[config.mk]
export PLATFORM = sky130hd
export DESIGN_NAME = fspp_programmer
export DESIGN_NICKNAME = d
export VERILOG_FILES = /design/src/fspp_pkg.sv /design/src/fspp_programmer.sv
export VERILOG_INCLUDE_DIRS = /design/src /design/src/src
export SDC_FILE = /design/constraint.sdc
export NUM_CORES = 1
export LEC_CHECK = 0
export ABC_CLOCK_PERIOD_IN_PS = 6900
export BUFFER_PORTS_ARGS = -buffer_cell sky130_fd_sc_hd__buf_4
export CAP_MARGIN = 25
export CORE_ASPECT_RATIO = 1.1
export CORE_UTILIZATION = 35
export DETAILED_ROUTE_END_ITERATION = 8
export SYNTH_ARGS = -nofsm -noshare
export SYNTH_HDL_FRONTEND = slang
export SYNTH_SLANG_ARGS = --single-unit
[constraint.sdc]
create_clock -name clock_in -period 6.9 [get_ports clock_in]
set_clock_uncertainty 0.2 [all_clocks]
set_input_delay 0.69 -clock clock_in [delete_from_list [all_inputs] [get_ports clock_in]]
set_output_delay 0.69 -clock clock_in [all_outputs]
set_load 0.005 [all_outputs]
[src/fspp_params.svh]
// Purpose: Timing counts, verify codes and limits for the sector protect programmer
// Assumes: 10 MHz clock
// Notes:   Least times round up to whole clock cycles
`ifndef FSPP_PARAMS_SVH
`define FSPP_PARAMS_SVH

`define FSPP_CLK_NS          100
`define FSPP_TST_NS          4000
`define FSPP_TCSP_NS         4000
`define FSPP_TWPP1_NS        150000
`define FSPP_TWPP2_NS        15000000
`define FSPP_TOE_NS          50
`define FSPP_SETUP_CYC       ((`FSPP_TST_NS + `FSPP_CLK_NS - 1) / `FSPP_CLK_NS)
`define FSPP_CSP_CYC         ((`FSPP_TCSP_NS + `FSPP_CLK_NS - 1) / `FSPP_CLK_NS)
`define FSPP_PROT_CYC        ((`FSPP_TWPP1_NS + `FSPP_CLK_NS - 1) / `FSPP_CLK_NS)
`define FSPP_UNPROT_CYC      ((`FSPP_TWPP2_NS + `FSPP_CLK_NS - 1) / `FSPP_CLK_NS)
`define FSPP_READ_CYC        (((`FSPP_TOE_NS + `FSPP_CLK_NS - 1) / `FSPP_CLK_NS) + 3)
`define FSPP_RECOV_CYC       4
`define FSPP_RETRY_MAX       4'ha
`define FSPP_SECTOR_LAST     8'hff
`define FSPP_CODE_PROT       8'h01
`define FSPP_CODE_UNPROT     8'h00
`define FSPP_CNT_W           18

`endif

[src/fspp_pkg.sv]
// Purpose: Types of the sector protect programmer
// Assumes: Constants come from fspp_params.svh
// Notes:   State is one packed struct
`include "fspp_params.svh"

package fspp_pkg;

  typedef enum logic [2:0] {
    FSPP_IDLE  = 3'b000,
    FSPP_SETUP = 3'b001,
    FSPP_PULSE = 3'b010,
    FSPP_RECOV = 3'b011,
    FSPP_READ  = 3'b100,
    FSPP_DONE  = 3'b101
  } fspp_state_e;

  typedef logic [`FSPP_CNT_W-1:0] fspp_cnt_t;

  typedef struct packed {
    fspp_state_e state;
    logic        op_unprot;
    logic        prot_all;
    logic [7:0]  cur;
    logic [7:0]  target;
    fspp_cnt_t   cnt;
    logic [3:0]  tries;
    logic        ce_n;
    logic        oe_n;
    logic        we_n;
    logic        hv_a9;
    logic        hv_oe;
    logic        a6;
    logic        a1;
    logic        done;
    logic        ok;
    logic [7:0]  dq_meta;
    logic [7:0]  dq_sync;
  } fspp_state_s;

endpackage

[src/fspp_programmer.sv]
// Purpose: Programming-equipment controller for flash sector protect and unprotect
// Assumes: Flash data bus is only read here; elevated_id_voltage switches are external
// Notes:   One protect or unprotect job per start pulse
// What this block does
// - Elevated id voltage held on A9 for the procedure; on output enable except during verify reads.
// - Before first unprotect pulse, every sector is protected first.
// - Verify read pins fixed; flash returns 0x01 protected, 0x00 unprotected.
// - Unprotect write pulse held low at least 15 ms.
// - Output enable and chip select set 4 us before write strobe.
// - Wait 4 us after applying elevated voltage before continuing.
`include "fspp_params.svh"
`timescale 1ns/100ps
`default_nettype none

module fspp_programmer #(
  parameter int PROT_PULSE_CYC   = `FSPP_PROT_CYC,
  parameter int UNPROT_PULSE_CYC = `FSPP_UNPROT_CYC
) (
  input  wire logic        clock_in,
  input  wire logic        sys_rst_in,
  input  wire logic        start_in,
  input  wire logic        unprot_in,
  input  wire logic [7:0]  sector_in,
  input  wire logic [7:0]  dq_in,
  output logic             busy_out,
  output logic             done_out,
  output logic             ok_out,
  output logic             ce_n_out,
  output logic             oe_n_out,
  output logic             we_n_out,
  output logic             reset_n_out,
  output logic [19:0]      addr_out,
  output logic             hv_a9_out,
  output logic             hv_oe_out
);
  import fspp_pkg::*;

  localparam fspp_cnt_t SETUP_N  = fspp_cnt_t'((`FSPP_SETUP_CYC > `FSPP_CSP_CYC) ?
                                                `FSPP_SETUP_CYC : `FSPP_CSP_CYC);
  localparam fspp_cnt_t PROT_N   = fspp_cnt_t'(PROT_PULSE_CYC);
  localparam fspp_cnt_t UNPROT_N = fspp_cnt_t'(UNPROT_PULSE_CYC);
  localparam fspp_cnt_t RECOV_N  = fspp_cnt_t'(`FSPP_RECOV_CYC);
  localparam fspp_cnt_t READ_N   = fspp_cnt_t'(`FSPP_READ_CYC);
  localparam fspp_cnt_t ONE      = fspp_cnt_t'(1);

  fspp_state_s st_reg;
  fspp_state_s st_next;
  logic        unprot_step;
  logic [7:0]  expect_code;

  assign unprot_step = st_reg.op_unprot && !st_reg.prot_all;
  assign expect_code = unprot_step ? `FSPP_CODE_UNPROT : `FSPP_CODE_PROT;

  always_comb begin
    st_next         = st_reg;
    st_next.done    = 1'b0;
    st_next.dq_meta = dq_in;
    st_next.dq_sync = st_reg.dq_meta;
    unique case (st_reg.state)
      FSPP_IDLE: begin
        if (start_in) begin
          st_next.op_unprot = unprot_in;
          st_next.prot_all  = unprot_in;
          st_next.target    = sector_in;
          st_next.cur       = unprot_in ? 8'h00 : sector_in;
          st_next.tries     = 4'h0;
          st_next.ce_n      = 1'b0;
          st_next.hv_a9     = 1'b1;
          st_next.hv_oe     = 1'b1;
          st_next.cnt       = SETUP_N - ONE;
          st_next.state     = FSPP_SETUP;
        end
      end
      FSPP_SETUP: begin
        if (st_reg.cnt == '0) begin
          st_next.we_n  = 1'b0;
          st_next.a6    = unprot_step;
          st_next.a1    = 1'b0;
          st_next.cnt   = (unprot_step ? UNPROT_N : PROT_N) - ONE;
          st_next.state = FSPP_PULSE;
        end else begin
          st_next.cnt = st_reg.cnt - ONE;
        end
      end
      FSPP_PULSE: begin
        if (st_reg.cnt == '0) begin
          st_next.we_n  = 1'b1;
          st_next.cnt   = RECOV_N - ONE;
          st_next.state = FSPP_RECOV;
        end else begin
          st_next.cnt = st_reg.cnt - ONE;
        end
      end
      FSPP_RECOV: begin
        if (st_reg.cnt == '0) begin
          st_next.hv_oe = 1'b0;
          st_next.oe_n  = 1'b0;
          st_next.a6    = unprot_step;
          st_next.a1    = 1'b1;
          st_next.cnt   = READ_N - ONE;
          st_next.state = FSPP_READ;
        end else begin
          st_next.cnt = st_reg.cnt - ONE;
        end
      end
      FSPP_READ: begin
        if (st_reg.cnt == '0) begin
          st_next.oe_n  = 1'b1;
          st_next.hv_oe = 1'b1;
          st_next.a1    = 1'b0;
          st_next.cnt   = SETUP_N - ONE;
          st_next.state = FSPP_SETUP;
          if (st_reg.dq_sync == expect_code) begin
            st_next.tries = 4'h0;
            if (st_reg.prot_all && st_reg.cur != `FSPP_SECTOR_LAST) begin
              st_next.cur = st_reg.cur + 8'h01;
            end else if (st_reg.prot_all) begin
              st_next.prot_all = 1'b0;
              st_next.cur      = st_reg.target;
            end else begin
              st_next.ok    = 1'b1;
              st_next.state = FSPP_DONE;
            end
          end else if (st_reg.tries == `FSPP_RETRY_MAX - 4'h1) begin
            st_next.ok    = 1'b0;
            st_next.state = FSPP_DONE;
          end else begin
            st_next.tries = st_reg.tries + 4'h1;
          end
        end else begin
          st_next.cnt = st_reg.cnt - ONE;
        end
      end
      FSPP_DONE: begin
        st_next.ce_n  = 1'b1;
        st_next.oe_n  = 1'b1;
        st_next.hv_a9 = 1'b0;
        st_next.hv_oe = 1'b0;
        st_next.done  = 1'b1;
        st_next.state = FSPP_IDLE;
      end
      default: begin
        st_next.state = FSPP_IDLE;
      end
    endcase
    if (st_reg.state == FSPP_IDLE && start_in) begin
      st_next.ok = 1'b0;
    end
  end

  always_ff @(posedge clock_in or posedge sys_rst_in) begin
    if (sys_rst_in) begin
      st_reg       <= '0;
      st_reg.state <= FSPP_IDLE;
      st_reg.ce_n  <= 1'b1;
      st_reg.oe_n  <= 1'b1;
      st_reg.we_n  <= 1'b1;
    end else begin
      st_reg <= st_next;
    end
  end

  assign busy_out    = (st_reg.state != FSPP_IDLE);
  assign done_out    = st_reg.done;
  assign ok_out      = st_reg.ok;
  assign ce_n_out    = st_reg.ce_n;
  assign oe_n_out    = st_reg.oe_n;
  assign we_n_out    = st_reg.we_n;
  assign reset_n_out = 1'b1;
  assign hv_a9_out   = st_reg.hv_a9;
  assign hv_oe_out   = st_reg.hv_oe;
  assign addr_out    = {st_reg.cur, 5'h00, st_reg.a6, 4'h0, st_reg.a1, 1'b0};

  // Helper counters for the checks below
  fspp_cnt_t low_cnt;
  fspp_cnt_t hv_cnt;
  fspp_cnt_t ce_cnt;
  logic      walked;
  always_ff @(posedge clock_in or posedge sys_rst_in) begin
    if (sys_rst_in) begin
      low_cnt <= '0;
      hv_cnt  <= '0;
      ce_cnt  <= '0;
      walked  <= 1'b0;
    end else begin
      low_cnt <= we_n_out ? '0 : low_cnt + ONE;
      hv_cnt  <= (hv_a9_out && hv_oe_out) ? ((hv_cnt == '1) ? hv_cnt : hv_cnt + ONE) : '0;
      ce_cnt  <= !ce_n_out ? ((ce_cnt == '1) ? ce_cnt : ce_cnt + ONE) : '0;
      if (start_in && !busy_out) begin
        walked <= 1'b0;
      end else if (addr_out[19:12] == `FSPP_SECTOR_LAST && !we_n_out && st_reg.prot_all) begin
        walked <= 1'b1;
      end
    end
  end

  hv_in_pulse_a: assert property (@(posedge clock_in) disable iff (sys_rst_in)
    !we_n_out |-> hv_a9_out && hv_oe_out && !ce_n_out)
    else $error("elevated voltage missing during write pulse");

  pulse_edges_a: assert property (@(posedge clock_in) disable iff (sys_rst_in)
    $fell(we_n_out) |-> !we_n_out [* 8] ##1 ($past(st_reg.state) == FSPP_PULSE))
    else $error("write pulse shorter than expected");

  verify_pins_a: assert property (@(posedge clock_in) disable iff (sys_rst_in)
    (st_reg.state == FSPP_READ) |-> !ce_n_out && !oe_n_out && we_n_out && reset_n_out
      && hv_a9_out && !hv_oe_out && (addr_out[6] == unprot_step) && addr_out[1] && !addr_out[0])
    else $error("verify read pins wrong");

  unprot_len_a: assert property (@(posedge clock_in) disable iff (sys_rst_in)
    ($rose(we_n_out) && $past(unprot_step)) |-> ($past(low_cnt) >= UNPROT_N - ONE))
    else $error("unprotect pulse too short");

  ce_setup_a: assert property (@(posedge clock_in) disable iff (sys_rst_in)
    $fell(we_n_out) |-> ($past(ce_cnt) >= SETUP_N - ONE))
    else $error("chip select setup too short");

  hv_setup_a: assert property (@(posedge clock_in) disable iff (sys_rst_in)
    $fell(we_n_out) |-> ($past(hv_cnt) >= SETUP_N - ONE))
    else $error("voltage setup too short");

  protect_first_a: assert property (@(posedge clock_in) disable iff (sys_rst_in)
    ($fell(we_n_out) && unprot_step) |-> walked)
    else $error("unprotect pulse before all sectors protected");

  retry_limit_a: assert property (@(posedge clock_in) disable iff (sys_rst_in)
    (done_out && !ok_out) |-> ($past(st_reg.tries, 2) == `FSPP_RETRY_MAX - 4'h1))
    else $error("failure reported at wrong retry count");

endmodule

`default_nettype wire

---- Word level (Yosys, flattened, before mapping) ----
Index checks and enable logic that the tools add are counted.
word-level totals
  input port bits ......................... 20
  memories kept ........................... 0
  bits in writable memories ............... 0
  latch bits .............................. 0
  output and inout port bits .............. 29
  flip-flop bits (word level) ............. 68
  memory bits (read-only) ................. 0
  word-level logic and storage cells ...... 120
operators by class
  $lt $le $gt $ge ......................... 0
  reduce and logical (&&, ||, !) cells .... 32
  equality and inequality tests ........... 19
  bitwise operators ....................... 0
  shifts and indexed selects .............. 0
  mux-type cells .......................... 47
  multiply operators ...................... 0
  add/sub/neg operators ................... 4
  divide/modulo/power cells ............... 0
operators by type and width
  kind                     number
  $mux W18                 4
  $pmux W18 S4             1
  $mux W44                 1
  $sub A18 B1 Y18 const B  2
  $mux W3                  9
  $mux W8                  3
  $reduce_and A5 Y1        4
  $logic_not A18 Y1        1
  $mux W9                  2
  $pmux W9 S2              1
  $pmux W3 S5              1
  $ne A2 B2 Y1 const B     7
  $mux W1                  12
  $mux W4                  3
  $reduce_and A4 Y1        3
  $reduce_bool A2 Y1       6
  $reduce_bool A3 Y1       4
  $reduce_and A3 Y1        3
  $add A8 B1 Y8 const B    1
  $eq A8 B1 Y1             1
  $ne A8 B8 Y1 const B     1
  $pmux W1 S2              4
  $pmux W4 S2              1
  $reduce_bool A4 Y1       2
  other kinds (15)         25

---- Longest topological paths before layout ----
  word-level depth ........................ 8
  gate-level depth with buffers ........... 8
  mapped depth without buffers ............ 7

---- Worst setup path before layout ----
Ideal clock, no wire load.
  kind .................................... register to register
  start ................................... register st_reg[29] in the netlist's numbering
  end ..................................... register st_reg[39] in the netlist's numbering
  required time ........................... 6.574 ns
  period minus slack after synthesis ...... 2.278 ns
  path slack .............................. 4.622 ns
  arrival time ............................ 1.952 ns
  setup time .............................. 0.126 ns
  cell stages (with the launch flop) ...... 9
  path buffers ............................ 1
  path through ............................ dfrtp_1 > inv_1 > ha_1 > or4b_4 > nor2_2 > buf_4 > o311a_1 > nor2_1 > a221o_1
on the way
  word-level cells in the longest chain between the ends .. 3
  elaborated cells between the ends (all ways) .. 6
  those cells by class .................... add/sub (1); mux (4); reduce/logical (1)
RTL lines
  element                                                      line                    source
  start: declaration                                           fspp_programmer.sv:46   fspp_state_s st_reg;
  start signal: assignment                                     fspp_programmer.sv:159  st_reg <= st_next;
  $sub A18 B1 Y18 / $logic_not A18 Y1 (equally long branches)  --
  $mux W18 (on tied branches)                                  --
  $pmux W18 S4 *                                               fspp_programmer.sv:59   unique case (st_reg.state)
Mark *: on every way between the ends. The rest lies on a longest branch, timed or not.
A chain may end at the register's enable or synchronous reset.

---- Worst setup path in the final report ----
  start ................................... register st_reg[29] in the netlist's numbering
  end ..................................... register st_reg[32] in the netlist's numbering
The elaborated chain is that of the path after synthesis.

==> impl_results.md <==
- Classification of the worst setup path: flop to flop
- Slew of the pin with the lowest slew margin: 0.993 ns
- Aggregate global routing overflow: 0
- Synthesized cell area: 3730 um2
- Outcome: finished clean
- Async set-reset flop share out of synthesis: 100%
- Overall routed net length: 8560 um
- Clock tree from TritonCTS: done
- Total GRT Usage: 16.9%
- Crit path time final: 2.92 ns
- Remaining antenna violation count after routing: 0
- Synth Area per Inst: 10.1 um2
- Sequential share of the synthesized area: 45.7%
- Worst setup path end: st_reg[32]
- Max clock buf depth: 2
- Endpoint of the lowest-slack register-to-register path: st_reg[32]
- ANT cells: 0
- Antenna violations before repair: 0
- Worst supply voltage drop on vdd: 212 uV
- Crit path from: st_reg[29]
- Total clock buffers created by CTS: 9
- Number of flip-flops in the largest register: 43
- Dominant register cell in the synthesized netlist: sky130_fd_sc_hd__dfrtp_1
- Port Buf Inserts: 37
- Maximum fanout count along the critical path: 12
- Via-per-instance ratio: 5.26
- Count of endpoints failing hold in the final timing report: 0
- Worst Hold Class: flop to flop
- Final core utilization: 42.2%
- Synthesis-to-layout area growth: 17.6%
- Number of buffers inserted by post-CTS setup repair: 0
- Total design power: 0.00169 W
- Drc violations: 0
- Number of cells traversed by the worst register-to-register path: 7
- Cell at the root of the clock tree: sky130_fd_sc_hd__clkbuf_16
- Setup slack, reg-to-reg: 3.98 ns
- EDFF count, synth: 0
- Fraction of final layout cells with drive strength greater than 1: 23.5%
- Detailed Place HPWL: 5920 um
- Synthesized flop and latch total: 68
- Endpoints failing setup: 0
- Cell types occupying the most area after synthesis: sky130_fd_sc_hd__dfrtp_1, sky130_fd_sc_hd__mux2_2, sky130_fd_sc_hd__buf_4
- Maximum number of pins on one net before global-route repair: 69
- Synthesized netlist cell count: 371
- Worst-Skew Late Latency: 0.33 ns
- Worst R2R Start: st_reg[29]
- Clock transition at the register clock pins on the worst setup and hold paths after CTS: 0.06 ns
- I/O pin count: 49
- Fmax achieved: 0.343 GHz
- Launching element type of the critical path: flop
- Cell-by-cell listing of the critical path: inv_1 > ha_1 > or4b_4 > nor2_2 > nand2_1 > a221oi_2 > o221ai_1
- Starting utilization of the core area: 35.9%
- WL per Instance: 15.8 um
- Die boundary width: 100 um
- Vias in the first global route: 2904
- Synth Warn #: 0
- Data arrival time of the critical path: 2.91 ns
- Number of optimization iterations in the first detailed-route pass: 4
- Detailed-route via count: 2857
- Iteration-0 DRC count of the detailed router: 192
- Max Transition Viols Final: 0
- Placeable core region: 10400 um2
- Highest-count cells in the layout ignoring fill and taps: sky130_fd_sc_hd__dfrtp_1, sky130_fd_sc_hd__buf_4, sky130_fd_sc_hd__nand2_1
- Cell taking the most area after synthesis: sky130_fd_sc_hd__dfrtp_1
- Global-route wire length before repair: 14400 um
- Area fraction of the dominant cell type after synthesis: 43.6%
- Worst max-slew margin expressed relative to the limit: 33.7%
- Kind of capture point of the worst setup path: flop
- RSZ-0062 raised after global routing: no
- Max-capacitance violation count: 0
- Number of rows created at floorplan: 39
- Post-CTS resize count: 0
- Clock sink total: 68
- Delay of the slowest cell on the worst path: 0.51 ns
- Height of the die: 110 um
- Power per cell area: 385 nW/um2
- Setup TNS: 0 ns
- Final Wtd Congestion: 0.915
- Final layout net count: 419
- Post-CTS Hold Buffers: 0
- Number of fill cells: 1007
- Required arrival time at the worst endpoint: 6.89 ns
- Crit-path slowest cell: sky130_fd_sc_hd__or4b_4
- Level count of the clock H-tree: 3
- Distinct cell type count after synthesis: 70
- Most common cell after layout, fill and taps aside: sky130_fd_sc_hd__dfrtp_1
- Post-route clock period utilization: 42.3%
- Die ar.: 11100 um2
- Pleak: 1.83 nW
## critical path, delay by kind of cell, from the launching register on
family                     cells  cell delay, ns
buffers and inverters          1            0.08
and+or+nand+nor                3            1.23
DFF                            1            0.42
AOI/OAI and AO/OA              2            0.65
adders and majority gates      1            0.20
## how the worst min path moves through the flow
stage	startpoint	endpoint	slack, ns	depth (start not counted)
after floorplan	st_next[0]	st_reg[0]	0.13	0
after global placement	st_next[6]	st_reg[6]	0.14	0
after detailed placement	st_next[3]	st_reg[3]	0.13	0
after CTS	st_next[6]	st_reg[6]	0.15	0
after global routing	st_next[4]	st_reg[4]	0.15	0
final	st_next[5]	st_reg[5]	0.15	0
## per-stage QoR
| stage | setup WS [ns] | std cells | instance area (um2) | hold slack, ns |
|---|---|---|---|---|
| 4_1_cts | 4.00 | 543 | 4390 | 0.150 |
| 6_report | 3.98 | 543 | 4390 | 0.148 |
| 5_1_grt | 3.80 | 543 | 4390 | 0.155 |
| 3_5_place_dp | 4.02 | 527 | 4020 | 0.135 |
| 2_1_floorplan | 4.30 | 380 | 3770 | 0.131 |
| 3_3_place_gp | 4.09 | 527 | 4020 | 0.136 |
## synthesized netlist by cell type (all sizes together) (5+ instances only)
cell type and number:
a211oi 5, a21oi 15, buf 26, clkbuf 8, dfrtp 65, inv 15, mux2 16, nand2 35
nand3 8, nand4 6, nor2 19, nor2b 6, nor3 9, nor4 10, o21ai 26, o22ai 5
o31ai 9, or3 5, xnor2 7
## final cells by class
type	count	area, um2	area share (%)
Multi-Input combinational cell	263	1790	40.8
Clock inverter	7	146	3.34
Timing Repair Buffer	38	285	6.50
Inverter	15	56.3	1.28
Clock buffer	9	225	5.13
Sequential cell	68	1710	38.9
Tap cell	143	179	4.08
## kinds of logic (layout without fill, tap and decap cells)
| group | count (synthesis) | in the layout | synth area share [%] |
|---|---|---|---|
| compound gates | 98 | 98 | 18.6 |
| xor+xnor | 11 | 11 | 2.78 |
| fa+ha+maj | 4 | 4 | 1.34 |
| buf+inv | 49 | 69 | 7.24 |
| flops | 68 | 68 | 45.7 |
| mux | 20 | 20 | 5.90 |
| other cells | 2 | 11 | 0.201 |
| simple gates | 119 | 119 | 18.2 |
## power breakdown
group          switching [W]  internal, W  leakage, nW
Sequential          0.000153     0.000516        0.838
Combinational       0.000225     0.000219        0.811
Clock               0.000184     0.000393        0.181
Total               0.000562      0.00113         1.83
## layer usage
metal  up-vias  routed length (um)  track usage (%)
met5         -                   0                0
met4         0                 221             6.94
met3        16                 329             3.59
met2        74                4030             27.5
met1      1373                3980             21.8
li1       1394                   -                -
(Power assumes the default switching activity.)
